$ cat config.mk
export PLATFORM = sky130hd
export DESIGN_NAME = serial_port_a
export DESIGN_NICKNAME = d
export VERILOG_FILES = /design/src/design/serial_port_a_pkg.sv /design/src/design/serial_port_a.sv
export SDC_FILE = /design/constraint.sdc
export NUM_CORES = 1
export LEC_CHECK = 0
export BUFFER_PORTS_ARGS = -buffer_cell sky130_fd_sc_hd__clkbuf_2
export CAP_MARGIN = 20
export CORE_AREA = 2 2 144 118
export CTS_BUF_LIST = sky130_fd_sc_hd__clkbuf_4
export CTS_CLUSTER_SIZE = 16
export DETAILED_ROUTE_END_ITERATION = 16
export DIE_AREA = 0 0 146 120
export SYNTH_ARGS = -nofsm -noshare
export SYNTH_HDL_FRONTEND = slang
export SYNTH_SLANG_ARGS = --single-unit
$ cat constraint.sdc
create_clock -name aclk -period 3.9 [get_ports aclk]
set_clock_uncertainty 0.15 [all_clocks]
set_input_delay 0.39 -clock aclk [delete_from_list [all_inputs] [get_ports aclk]]
set_output_delay 0.39 -clock aclk [all_outputs]
set_load 0.005 [all_outputs]
$ cat src/design/serial_port_a_pkg.sv
// How it works
// RULE1 - one or two stop bits per frame
// RULE2 - seven or eight data bits per frame
// RULE3 - msb or lsb first, same both ways
// RULE4 - parity on or off, even or odd
// RULE5 - synchronous or asynchronous mode select
// RULE6 - each send request transmits one byte; a transmit data write while the transmitter is busy is dropped
// RULE7 - transmit buffer busy and empty readable
// RULE8 - transmit interrupt enable gates the request
// RULE9 - transmit interrupt enable reads back
// RULE10 - software can set transmit flag
// RULE11 - software can clear transmit flag
// RULE12 - transmit flag pending state readable
// RULE13 - receive interrupt enable reads back
// RULE14 - baud rate changeable at any time
package serial_port_a_pkg;

	localparam int unsigned CLK_HZ = 40_000_000;
	localparam int unsigned BAUD_DEFAULT = 115_200;
	localparam int unsigned DIV_W = 16;
	localparam logic [DIV_W-1:0] DIV_RESET = DIV_W'(CLK_HZ / BAUD_DEFAULT);

	localparam int unsigned ADDR_W = 8;
	localparam logic [ADDR_W-1:0] OFS_CTRL = 8'h00;
	localparam logic [ADDR_W-1:0] OFS_BAUD = 8'h04;
	localparam logic [ADDR_W-1:0] OFS_TXDATA = 8'h08;
	localparam logic [ADDR_W-1:0] OFS_STATUS = 8'h0c;
	localparam logic [ADDR_W-1:0] OFS_IRQ_STAT = 8'h10;
	localparam logic [ADDR_W-1:0] OFS_IRQ_SET = 8'h14;
	localparam logic [ADDR_W-1:0] OFS_IRQ_MASK = 8'h18;

	localparam logic [1:0] RESP_OKAY = 2'h0;
	localparam logic [1:0] RESP_SLVERR = 2'h2;

	localparam int unsigned IRQ_W = 2;
	localparam int unsigned IRQ_TX = 0;
	localparam int unsigned IRQ_RX = 1;
	localparam logic [IRQ_W-1:0] IRQ_RESET = 2'h0;
	localparam int unsigned STAT_BUSY = 0;
	localparam int unsigned STAT_EMPTY = 1;

	localparam int unsigned FRAME_W = 12;
	localparam int unsigned LEN_W = 4;
	localparam int unsigned CTRL_W = 6;

	// bit 0 is two_stop, bit 5 is sync_mode
	typedef struct packed {
		logic sync_mode;
		logic odd_parity;
		logic parity_on;
		logic msb_first;
		logic seven_bit;
		logic two_stop;
	} ctrl_t;

	localparam ctrl_t CTRL_RESET = 6'h00;

	typedef struct packed {
		logic [FRAME_W-1:0] bits;
		logic [LEN_W-1:0] len;
	} frame_t;

	typedef enum logic {
		TX_IDLE = 1'b0,
		TX_SHIFT = 1'b1
	} tx_state_t;

endpackage

$ cat src/design/serial_port_a.sv
`timescale 1ns/10ps
module serial_port_a #(
	parameter logic [serial_port_a_pkg::DIV_W-1:0] RESET_DIV = serial_port_a_pkg::DIV_RESET
) (
	// clock and reset
	input wire logic aclk,
	input wire logic aresetn,
	// axi4-lite write address and data
	input wire logic [serial_port_a_pkg::ADDR_W-1:0] awaddr,
	input wire logic awvalid,
	output logic awready,
	input wire logic [31:0] wdata,
	input wire logic [3:0] wstrb,
	input wire logic wvalid,
	output logic wready,
	// axi4-lite write response
	output logic [1:0] bresp,
	output logic bvalid,
	input wire logic bready,
	// axi4-lite read
	input wire logic [serial_port_a_pkg::ADDR_W-1:0] araddr,
	input wire logic arvalid,
	output logic arready,
	output logic [31:0] rdata,
	output logic [1:0] rresp,
	output logic rvalid,
	input wire logic rready,
	// serial line
	output logic txd,
	output logic sclk,
	// interrupt
	output logic irq
);
	import serial_port_a_pkg::*;

	function automatic logic hit(input logic [ADDR_W-1:0] a, input logic [ADDR_W-1:0] o);
		return a[ADDR_W-1:2] == o[ADDR_W-1:2];
	endfunction

	function automatic logic mapped(input logic [ADDR_W-1:0] a);
		return hit(a, OFS_CTRL) | hit(a, OFS_BAUD) | hit(a, OFS_TXDATA) | hit(a, OFS_STATUS)
			| hit(a, OFS_IRQ_STAT) | hit(a, OFS_IRQ_SET) | hit(a, OFS_IRQ_MASK);
	endfunction

	// order the frame bits in line order, bit 0 goes out first
	function automatic frame_t build_frame(input logic [7:0] data, input ctrl_t c);
		frame_t f;
		logic [7:0] d;
		logic [LEN_W-1:0] pos;
		logic par;
		int n;
		f = '0;
		d = data;
		pos = '0;
		n = c.seven_bit ? 7 : 8;
		if (c.seven_bit)
		begin
			d[7] = 1'b0;
		end
		par = (^d) ^ c.odd_parity;
		if (!c.sync_mode)
		begin
			f.bits[pos] = 1'b0;
			pos = pos + 4'h1;
		end
		for (int i = 0; i < 8; i++)
		begin
			if (i < n)
			begin
				f.bits[pos] = c.msb_first ? d[3'(n - 1 - i)] : d[3'(i)];
				pos = pos + 4'h1;
			end
		end
		if (c.parity_on)
		begin
			f.bits[pos] = par;
			pos = pos + 4'h1;
		end
		if (!c.sync_mode)
		begin
			f.bits[pos] = 1'b1;
			pos = pos + 4'h1;
			if (c.two_stop)
			begin
				f.bits[pos] = 1'b1;
				pos = pos + 4'h1;
			end
		end
		f.len = pos;
		return f;
	endfunction

	// bus slave state
	logic aw_full, next_aw_full, w_full, next_w_full;
	logic [ADDR_W-1:0] wr_addr, next_wr_addr;
	logic [31:0] wr_data, next_wr_data;
	logic [3:0] wr_strb, next_wr_strb;
	logic next_awready, next_wready, next_bvalid, next_arready, next_rvalid;
	logic [1:0] next_bresp, next_rresp;
	logic [31:0] next_rdata;
	logic wr_now, send;

	// register state
	ctrl_t ctrl, next_ctrl;
	logic [DIV_W-1:0] baud_div, next_baud_div;
	logic [IRQ_W-1:0] irq_stat, next_irq_stat, irq_mask, next_irq_mask, irq_clr, irq_sw;
	logic next_irq;

	// transmitter state
	tx_state_t state, next_state;
	logic [FRAME_W-1:0] frame, next_frame;
	logic [LEN_W-1:0] left, next_left;
	logic [DIV_W-1:0] cnt, next_cnt, div_top;
	logic frame_sync, next_frame_sync, next_txd, next_sclk, tx_done, tx_busy;
	logic [1:0] tx_status;
	frame_t f_new;

	assign wr_now = aw_full & w_full & ~bvalid;
	assign tx_busy = state == TX_SHIFT;
	assign tx_status[STAT_BUSY] = tx_busy;
	assign tx_status[STAT_EMPTY] = ~tx_busy;
	assign send = wr_now & hit(wr_addr, OFS_TXDATA) & wr_strb[0] & ~tx_busy;
	assign div_top = (baud_div == '0) ? '0 : baud_div - 1'b1;
	assign f_new = build_frame(wr_data[7:0], ctrl);

	always_comb
	begin
		next_aw_full = aw_full | (awvalid & awready);
		next_w_full = w_full | (wvalid & wready);
		next_wr_addr = (awvalid & awready) ? awaddr : wr_addr;
		next_wr_data = (wvalid & wready) ? wdata : wr_data;
		next_wr_strb = (wvalid & wready) ? wstrb : wr_strb;
		next_bvalid = bvalid & ~bready;
		next_bresp = bresp;
		if (wr_now)
		begin
			next_aw_full = 1'b0;
			next_w_full = 1'b0;
			next_bvalid = 1'b1;
			next_bresp = mapped(wr_addr) ? RESP_OKAY : RESP_SLVERR;
		end
		next_awready = ~next_aw_full & ~next_bvalid;
		next_wready = ~next_w_full & ~next_bvalid;
		next_rvalid = rvalid & ~rready;
		next_rdata = rdata;
		next_rresp = rresp;
		if (arvalid & arready)
		begin
			next_rvalid = 1'b1;
			next_rresp = mapped(araddr) ? RESP_OKAY : RESP_SLVERR;
			next_rdata = '0;
			if (hit(araddr, OFS_CTRL))
				next_rdata = 32'(ctrl);
			if (hit(araddr, OFS_BAUD))
				next_rdata = 32'(baud_div);
			if (hit(araddr, OFS_STATUS))
				next_rdata = 32'(tx_status); // RULE7
			if (hit(araddr, OFS_IRQ_STAT))
				next_rdata = 32'(irq_stat); // RULE12
			if (hit(araddr, OFS_IRQ_MASK))
				next_rdata = 32'(irq_mask); // RULE9 RULE13
		end
		next_arready = ~next_rvalid;
	end

	always_ff @(posedge aclk)
	begin
		if (!aresetn)
		begin
			aw_full <= 1'b0;
			w_full <= 1'b0;
			wr_addr <= '0;
			wr_data <= '0;
			wr_strb <= '0;
			awready <= 1'b0;
			wready <= 1'b0;
			bvalid <= 1'b0;
			bresp <= RESP_OKAY;
			arready <= 1'b0;
			rvalid <= 1'b0;
			rdata <= '0;
			rresp <= RESP_OKAY;
		end
		else
		begin
			aw_full <= next_aw_full;
			w_full <= next_w_full;
			wr_addr <= next_wr_addr;
			wr_data <= next_wr_data;
			wr_strb <= next_wr_strb;
			awready <= next_awready;
			wready <= next_wready;
			bvalid <= next_bvalid;
			bresp <= next_bresp;
			arready <= next_arready;
			rvalid <= next_rvalid;
			rdata <= next_rdata;
			rresp <= next_rresp;
		end
	end

	// registers: configuration, divisor, interrupt status and mask
	always_comb
	begin
		next_ctrl = ctrl;
		next_baud_div = baud_div;
		next_irq_mask = irq_mask;
		irq_clr = '0;
		irq_sw = '0;
		if (wr_now & wr_strb[0])
		begin
			if (hit(wr_addr, OFS_CTRL))
				next_ctrl = wr_data[CTRL_W-1:0]; // RULE1 RULE2 RULE3 RULE4 RULE5
			if (hit(wr_addr, OFS_BAUD))
				next_baud_div[7:0] = wr_data[7:0]; // RULE14
			if (hit(wr_addr, OFS_IRQ_MASK))
				next_irq_mask = wr_data[IRQ_W-1:0]; // RULE8 RULE13
			if (hit(wr_addr, OFS_IRQ_STAT))
				irq_clr = wr_data[IRQ_W-1:0]; // RULE11
			if (hit(wr_addr, OFS_IRQ_SET))
				irq_sw = wr_data[IRQ_W-1:0]; // RULE10
		end
		if (wr_now & wr_strb[1] & hit(wr_addr, OFS_BAUD))
			next_baud_div[DIV_W-1:8] = wr_data[DIV_W-1:8]; // RULE14
		// a hardware event in the clearing cycle wins over the clear
		next_irq_stat = (irq_stat & ~irq_clr) | irq_sw;
		next_irq_stat[IRQ_TX] = next_irq_stat[IRQ_TX] | tx_done;
		next_irq = |(next_irq_stat & next_irq_mask); // RULE8
	end

	always_ff @(posedge aclk)
	begin
		if (!aresetn)
		begin
			ctrl <= CTRL_RESET;
			baud_div <= RESET_DIV;
			irq_stat <= IRQ_RESET;
			irq_mask <= IRQ_RESET;
			irq <= 1'b0;
		end
		else
		begin
			ctrl <= next_ctrl;
			baud_div <= next_baud_div;
			irq_stat <= next_irq_stat;
			irq_mask <= next_irq_mask;
			irq <= next_irq;
		end
	end

	// transmitter: one frame per accepted byte, bit time from the live divisor
	always_comb
	begin
		next_state = state;
		next_frame = frame;
		next_left = left;
		next_cnt = cnt;
		next_frame_sync = frame_sync;
		next_txd = txd;
		next_sclk = 1'b0;
		tx_done = 1'b0;
		unique case (state)
			TX_IDLE:
			begin
				next_txd = 1'b1;
				if (send)
				begin
					next_frame = f_new.bits; // RULE6
					next_left = f_new.len;
					next_cnt = div_top;
					next_frame_sync = ctrl.sync_mode; // RULE5
					next_txd = f_new.bits[0];
					next_state = TX_SHIFT;
				end
			end
			TX_SHIFT:
			begin
				if (cnt == '0)
				begin
					next_frame = frame >> 1;
					next_left = left - 4'h1;
					next_cnt = div_top;
					next_txd = frame[1];
					if (left == 4'h1)
					begin
						next_state = TX_IDLE;
						next_txd = 1'b1;
						tx_done = 1'b1;
					end
				end
				else
				begin
					next_cnt = cnt - 1'b1;
				end
				next_sclk = frame_sync & (next_state == TX_SHIFT)
					& (next_cnt < (baud_div >> 1)); // RULE5
			end
		endcase
	end

	always_ff @(posedge aclk)
	begin
		if (!aresetn)
		begin
			state <= TX_IDLE;
			frame <= '0;
			left <= '0;
			cnt <= '0;
			frame_sync <= 1'b0;
			txd <= 1'b1;
			sclk <= 1'b0;
		end
		else
		begin
			state <= next_state;
			frame <= next_frame;
			left <= next_left;
			cnt <= next_cnt;
			frame_sync <= next_frame_sync;
			txd <= next_txd;
			sclk <= next_sclk;
		end
	end
endmodule

---- Yosys cells after proc, flatten, opt, wreduce, memory -nomap -nowiden ----
Cells that the tools add are included.
storage, ports and cells
  register bits after elaboration ......... 132
  word-level logic and storage cells ...... 304
  memory bits (read-only) ................. 0
  bits of input ports ..................... 59
  bits in latches ......................... 0
  output and inout port bits .............. 44
  bits in writable memories ............... 0
  memories kept ........................... 0
operators by class
  $lt $le $gt $ge ......................... 39
  reduce and logical (&&, ||, !) cells .... 22
  divide/modulo/power cells ............... 0
  eq/ne operators ......................... 15
  add/sub/neg operators ................... 22
  $mul .................................... 0
  bitwise logic cells ..................... 48
  shift-type cells ........................ 0
  mux-type cells .......................... 127
operators by type and width
  operator               number
  $mux 12                13
  $mux 32                4
  $bwmux 12              8
  $mux 16                4
  $mux 4                 14
  $lt 4x5->1 const B     11
  $mux 1                 51
  $add 4x1->4 const B    11
  $demux 1 s4            11
  $ge 4x1->1 const B     11
  $lt 3x5->1 const B     8
  $eq 6x3->1 const B     6
  $logic_not 16->1       2
  $pmux 16 s2            1
  $sub 16x1->16 const B  2
  $bmux 1 s3             8
  $eq 6x2->1 const B     4
  $or 12x12->12          2
  $pmux 12 s2            1
  $and 1x1->1            17
  $lt 16x15->1           1
  $lt 3x4->1 const A     4
  $mux 2                 8
  $or 1x1->1             15
  other kinds (24)       56

---- Depth between registers and ports, before layout ----
  word-level depth ........................ 30
  depth in mapped cells ................... 15
  mapped depth without buffers ............ 14

---- Worst setup path before layout ----
Ideal clock, no wire load.
  path type ............................... register to register
  from .................................... register cnt[6]
  to ...................................... register sclk
  setup slack ............................. 0.670 ns
  path buffers ............................ 2
  required time ........................... 3.631 ns
  clock period less this slack ............ 3.230 ns
  setup time .............................. 0.119 ns
  data arrival time ....................... 2.960 ns
  cell stages (with the launch flop) ...... 15
  cell sequence ........................... dfxtp_1 nor4_1 nand4_2 or3_1 clkbuf_1 buf_2 nor2_1 nor2_1 ha_1 o21ai_0 nand2b_1 a21oi_1 or4_1 a31oi_1 nor4_1
between the ends
  word-level cells in the longest chain between the ends .. 5
  elaborated cells on any way between the ends .. 9
  classes of those cells .................. add/sub: 1; order compare: 1; mux: 4; bitwise: 2; reduce/logical: 1
ends and longest elaborated chain
  what                                               line                                        source
  start, declared                                    serial_port_a.sv:113                        logic [DIV_W-1:0] cnt, next_cnt, div_top;
  start signal, assigned                             serial_port_a.sv:318                        cnt <= next_cnt;
  $sub 16x1->16 or $logic_not 16->1 (tied branches)  serial_port_a.sv:293, serial_port_a.sv:278
  $mux 16 or $mux 1 (tied branches)                  serial_port_a.sv:278                        if (cnt == '0)
  $mux 16 or $mux 1 (tied branches)                  serial_port_a.sv:262                        unique case (state)
  $lt 16x15->1 or $and 1x1->1 (tied branches)        serial_port_a.sv:296, serial_port_a.sv:295
  $and 1x1->1 (*)                                    serial_port_a.sv:296                        & (next_cnt < (baud_div >> 1));
  end signal, assigned                               serial_port_a.sv:321                        sclk <= next_sclk;
  end, declared                                      serial_port_a.sv:30                         output logic sclk,
Every way passes the cells marked *; elsewhere a longest branch is shown, timed or not. The select of a mux whose other input is x is not followed.
A chain may end at the register's enable or synchronous reset.

---- Final worst setup path ----
  from .................................... register baud_div[2]
  to ...................................... register sclk
between the ends
  word-level cells in the longest chain between the ends .. 6
  elaborated cells on any way between the ends .. 7
  classes of those cells .................. add/sub: 1; order compare: 1; mux: 3; bitwise: 1; reduce/logical: 1
ends and longest elaborated chain
  what                                               line                  source
  start, declared                                    serial_port_a.sv:105  logic [DIV_W-1:0] baud_div, next_baud_div;
  start signal, assigned                             serial_port_a.sv:244  baud_div <= next_baud_div;
  $sub 16x1->16 or $logic_not 16->1 (tied branches)  serial_port_a.sv:123  assign div_top = (baud_div == '0) ? '0 : baud_div - 1'b1;
  $mux 16                                            serial_port_a.sv:123
  $mux 16                                            serial_port_a.sv:278
  $mux 16                                            serial_port_a.sv:262
  $lt 16x15->1 (*)                                   serial_port_a.sv:296
  $and 1x1->1 (*)                                    serial_port_a.sv:296
Marks and branches as above.

==> results.txt <==
* Pin count of the biggest net entering global routing: 42
- Source-to-sink clock delay at the later pin of the worst-skew pair: between 500 and 600 ps
- Transition time at the pin with the least slew margin: approximately 910 ps
- Post-route minimum period: roughly 3800 ps
- The final-report hold violation count is 0.
- Summed over all nets, the half-perimeter wirelength after detailed placement is roughly 14000 um.
- First drt pass iteration count: 5
- Sequential area share after synthesis: 0.336
- Critical path peak fanout: 7
- Total die area: 17500 sq um
* Final Cycle Share: 0.975
- During synthesis, Yosys emitted a total of 0 warnings.
* Achievable frequency: around 260 MHz
- The count of nets left with antenna violations once routing finished came out at 0.
- Power density normalized to cell area: 255 nW/um^2
- The routed design has 18700 um of wire.
* Final count of pins violating max slew: 0
* Share of cells above drive strength 1: 0.137
* Hold WS: 45.2 ps
- For this design, the CTS-stage hold fixing added 26 buffers.
- For this run, design rule violations remaining after detail routing come to 0.
- Summed over all layers, the global routing overflow is 0.
* Async SR Flop Fraction: 0
* Input/output buffers: between 60 and 70
- Largest buffer count on any clock path: 2
- Clock root buffer: sky130_fd_sc_hd__clkbuf_4
* Most numerous cell on the critical path: sky130_fd_sc_hd__or4_1
- Count of vias placed by the detailed router: 6142
- Synthesis inferred ~110 register bits.
- Number of buffers and inverters on the critical path: 0
- HP Class: input pin to flop
- Drt via density: between 5 and 6
- Post-CTS clock slew at the launch and capture registers of the worst setup and hold paths: about 180 ps
- For this run, the post-layout net count is roughly 1000.
* Netlist Area Pre-Place: approximately 6600 sq um
- Setup repair after global routing left no endpoint under its margin.
- Status: finished, final reports clean
* Starting DRC count in detailed routing: slightly below 500
- The worst setup path is captured at a flop.
* Number of antenna violations at the first check in global routing: 0
* I/O pin total: about 100
* Critical Path, Cell by Cell: nor4_2 > nand2_1 > or4_1 > mux2i_1 > nor2_1 > o31ai_1 > ha_1 > nand4_1 > or4_1 > a31oi_1 > nor4_1
- In the layout the commonest cells are sky130_fd_sc_hd__dfxtp_1 (111), sky130_fd_sc_hd__nand2_1 (107), sky130_fd_sc_hd__nor2_1 (106).
* Buffers inserted by post-CTS timing repair: 0
- For this run, the slowest stage of the critical path takes approximately 550 ps.
- Gate count after technology mapping: 841
- TritonCTS built the clock tree.
- Leakage power total: 3.14 nW
- Primary FF master, synth: sky130_fd_sc_hd__dfxtp_1
- The slowest stage of the critical path is the sky130_fd_sc_hd__or4_1 cell.
- Worst slew margin relative to its limit: 0.395
* CP top delay family: simple AND/OR/NAND/NOR gates
* Number of max-cap violations: 0
- The tree built by TritonCTS fans out to around 110 sinks.
- The die is approximately 120 um tall.
* Placeable core region: approximately 16000 sq um
- Weighted congestion at the end of routability-driven global placement: 0.915
- STA puts the critical path data arrival time at between 4000 and 5000 ps.
- Number of enable-type register cells in the synthesized netlist: 0
- The worst setup path is launched from a flop.
* Number of filler instances in the final layout: roughly 1700
- Each instance of the synthesized netlist takes up on average 7.86 sq um.
- Number of global-route vias before repair: between 5000 and 6000
- The library cell used most frequently in the layout, excluding fill and tap cells, is sky130_fd_sc_hd__dfxtp_1.
- Start-to-end type of the worst setup path: flop to flop
* Layout-stage area growth over the synthesis result: 13.5%
* Number of gates resized after CTS: 0
* Die boundary width: 146 um
- Across every metal layer, demand over resource in global routing totals 0.218.
- Setup violations remaining at the end of the flow were counted as 0.
- Counting the buffers created by CTS gives 9.
* Initial cell density of the core: 0.408
* Routed length per instance: 16.4 um
* First-pass GRT wire length: 30500 um
- Required time at the worst-slack endpoint: a little over 4000 ps
- Antenna diode count: 0
* Core Rows: 42
- After synthesis, the netlist uses 74 different library cells.
* Maximum resistive drop on vdd: between 0.15 and 0.2 mV
- Final total negative setup slack: 0 ps
* H-tree depth: 3
==> path summary, 6_finish.rpt <==
path | startpoint | end | slack (ps) | depth (start not counted)
worst max-delay path | baud_div[2]$_SDFFE_PN0P_ | sclk$_SDFF_PN0_ | 100 | 11
worst max register to register | baud_div[2]$_SDFFE_PN0P_ | sclk$_SDFF_PN0_ | 100 | 11
worst min register to register | frame[1]$_SDFFE_PN0P_ | frame[1]$_SDFFE_PN0P_ | 310 | 2
worst min-delay path | araddr[4] | rresp[1]$_SDFFE_PN0P_ | 50 | 3
==> worst min-delay path: cells and delay by family <==
family | cells | cell delay, ps
compound gates | 1 | 70
buf+inv | 1 | 130
simple gates | 1 | 80
==> sequential cells by signal (all words and copies together) (netlist names), 4 cells and up <==
register,flops
baud_div,16
frame,11
ctrl,6
left,4
rdata,16
cnt,16
wr_addr,6
wr_data,16
==> metal layers <==
metal,part of all wire,GRT usage,up-vias
li1,-,-,3112
met1,0.51,0.319,2817
met2,0.41,0.328,191
met3,0.069,0.0506,22
met4,0.012,0.0473,0
met5,0,0,-
==> layout make-up <==
cell class / count / area (sq um) / share of cell area
multi-input combinational: 649 / 4010 / 0.534
sequential: 111 / 2220 / 0.296
timing repair buffer: 111 / 747 / 0.0995
tap: 220 / 275 / 0.0367
inverter: 33 / 124 / 0.0165
clock buffer: 9 / 67.6 / 0.00900
clock inverter: 7 / 61.3 / 0.00817
==> stage by stage <==
step / instances / cell area, sq um / power (mW) / util / setup slack [ps]
2_1_floorplan: 858 / 6670 / 1.31 / - / 670
3_3_place_gp: 1097 / 7100 / 1.35 / 0.439 / 316
3_5_place_dp: 1097 / 7100 / 1.35 / 0.439 / 240
4_1_cts: 1139 / 7490 / 1.94 / 0.463 / 199
5_1_grt: 1140 / 7500 / 2.01 / 0.464 / 32.3
6_report: 1140 / 7500 / 1.92 / 0.464 / 97.0
==> Yosys cell counts (6+ instances only) <==
library cell / instances / area [sq um]
sky130_fd_sc_hd__nand4_1: 9 / 56.3
sky130_fd_sc_hd__dfxtp_1: 111 / 2220
sky130_fd_sc_hd__o211ai_1: 10 / 75.1
sky130_fd_sc_hd__buf_4: 19 / 143
sky130_fd_sc_hd__clkbuf_1: 35 / 131
sky130_fd_sc_hd__nor4_1: 9 / 56.3
sky130_fd_sc_hd__o21ai_0: 36 / 180
sky130_fd_sc_hd__a21oi_1: 73 / 365
sky130_fd_sc_hd__nand2b_1: 6 / 37.5
sky130_fd_sc_hd__a22oi_1: 18 / 135
sky130_fd_sc_hd__nand2_1: 107 / 402
sky130_fd_sc_hd__mux2i_1: 37 / 370
sky130_fd_sc_hd__xnor2_1: 9 / 78.8
sky130_fd_sc_hd__mux2_2: 6 / 67.6
sky130_fd_sc_hd__nor3_1: 16 / 80.1
sky130_fd_sc_hd__nor2_1: 106 / 398
sky130_fd_sc_hd__xor2_1: 9 / 78.8
sky130_fd_sc_hd__inv_1: 31 / 116
sky130_fd_sc_hd__and3_1: 10 / 62.6
sky130_fd_sc_hd__a31oi_1: 11 / 68.8
sky130_fd_sc_hd__nand3b_1: 7 / 52.6
sky130_fd_sc_hd__nand3_1: 26 / 130
sky130_fd_sc_hd__ha_1: 30 / 375
==> logic make-up (layout without fill, tap and decap cells) <==
group / Yosys count / count (layout) / synth area share
xor+xnor: 20 / 20 / 0.0297
simple gates: 335 / 335 / 0.243
mux: 43 / 43 / 0.0663
compound gates: 202 / 202 / 0.195
flops: 111 / 111 / 0.336
buf+inv: 98 / 160 / 0.0689
fa+ha+maj: 31 / 31 / 0.0598
other cells: 1 / 18 / 0.000567
==> power breakdown <==
part | total, mW | internal [mW] | switching [mW]
sequential | 1.17 | 1.15 | 0.0195
clock | 0.565 | 0.145 | 0.421
combinational | 0.177 | 0.0735 | 0.104
total | 1.92 | 1.37 | 0.544
(Power assumes the default switching activity.)
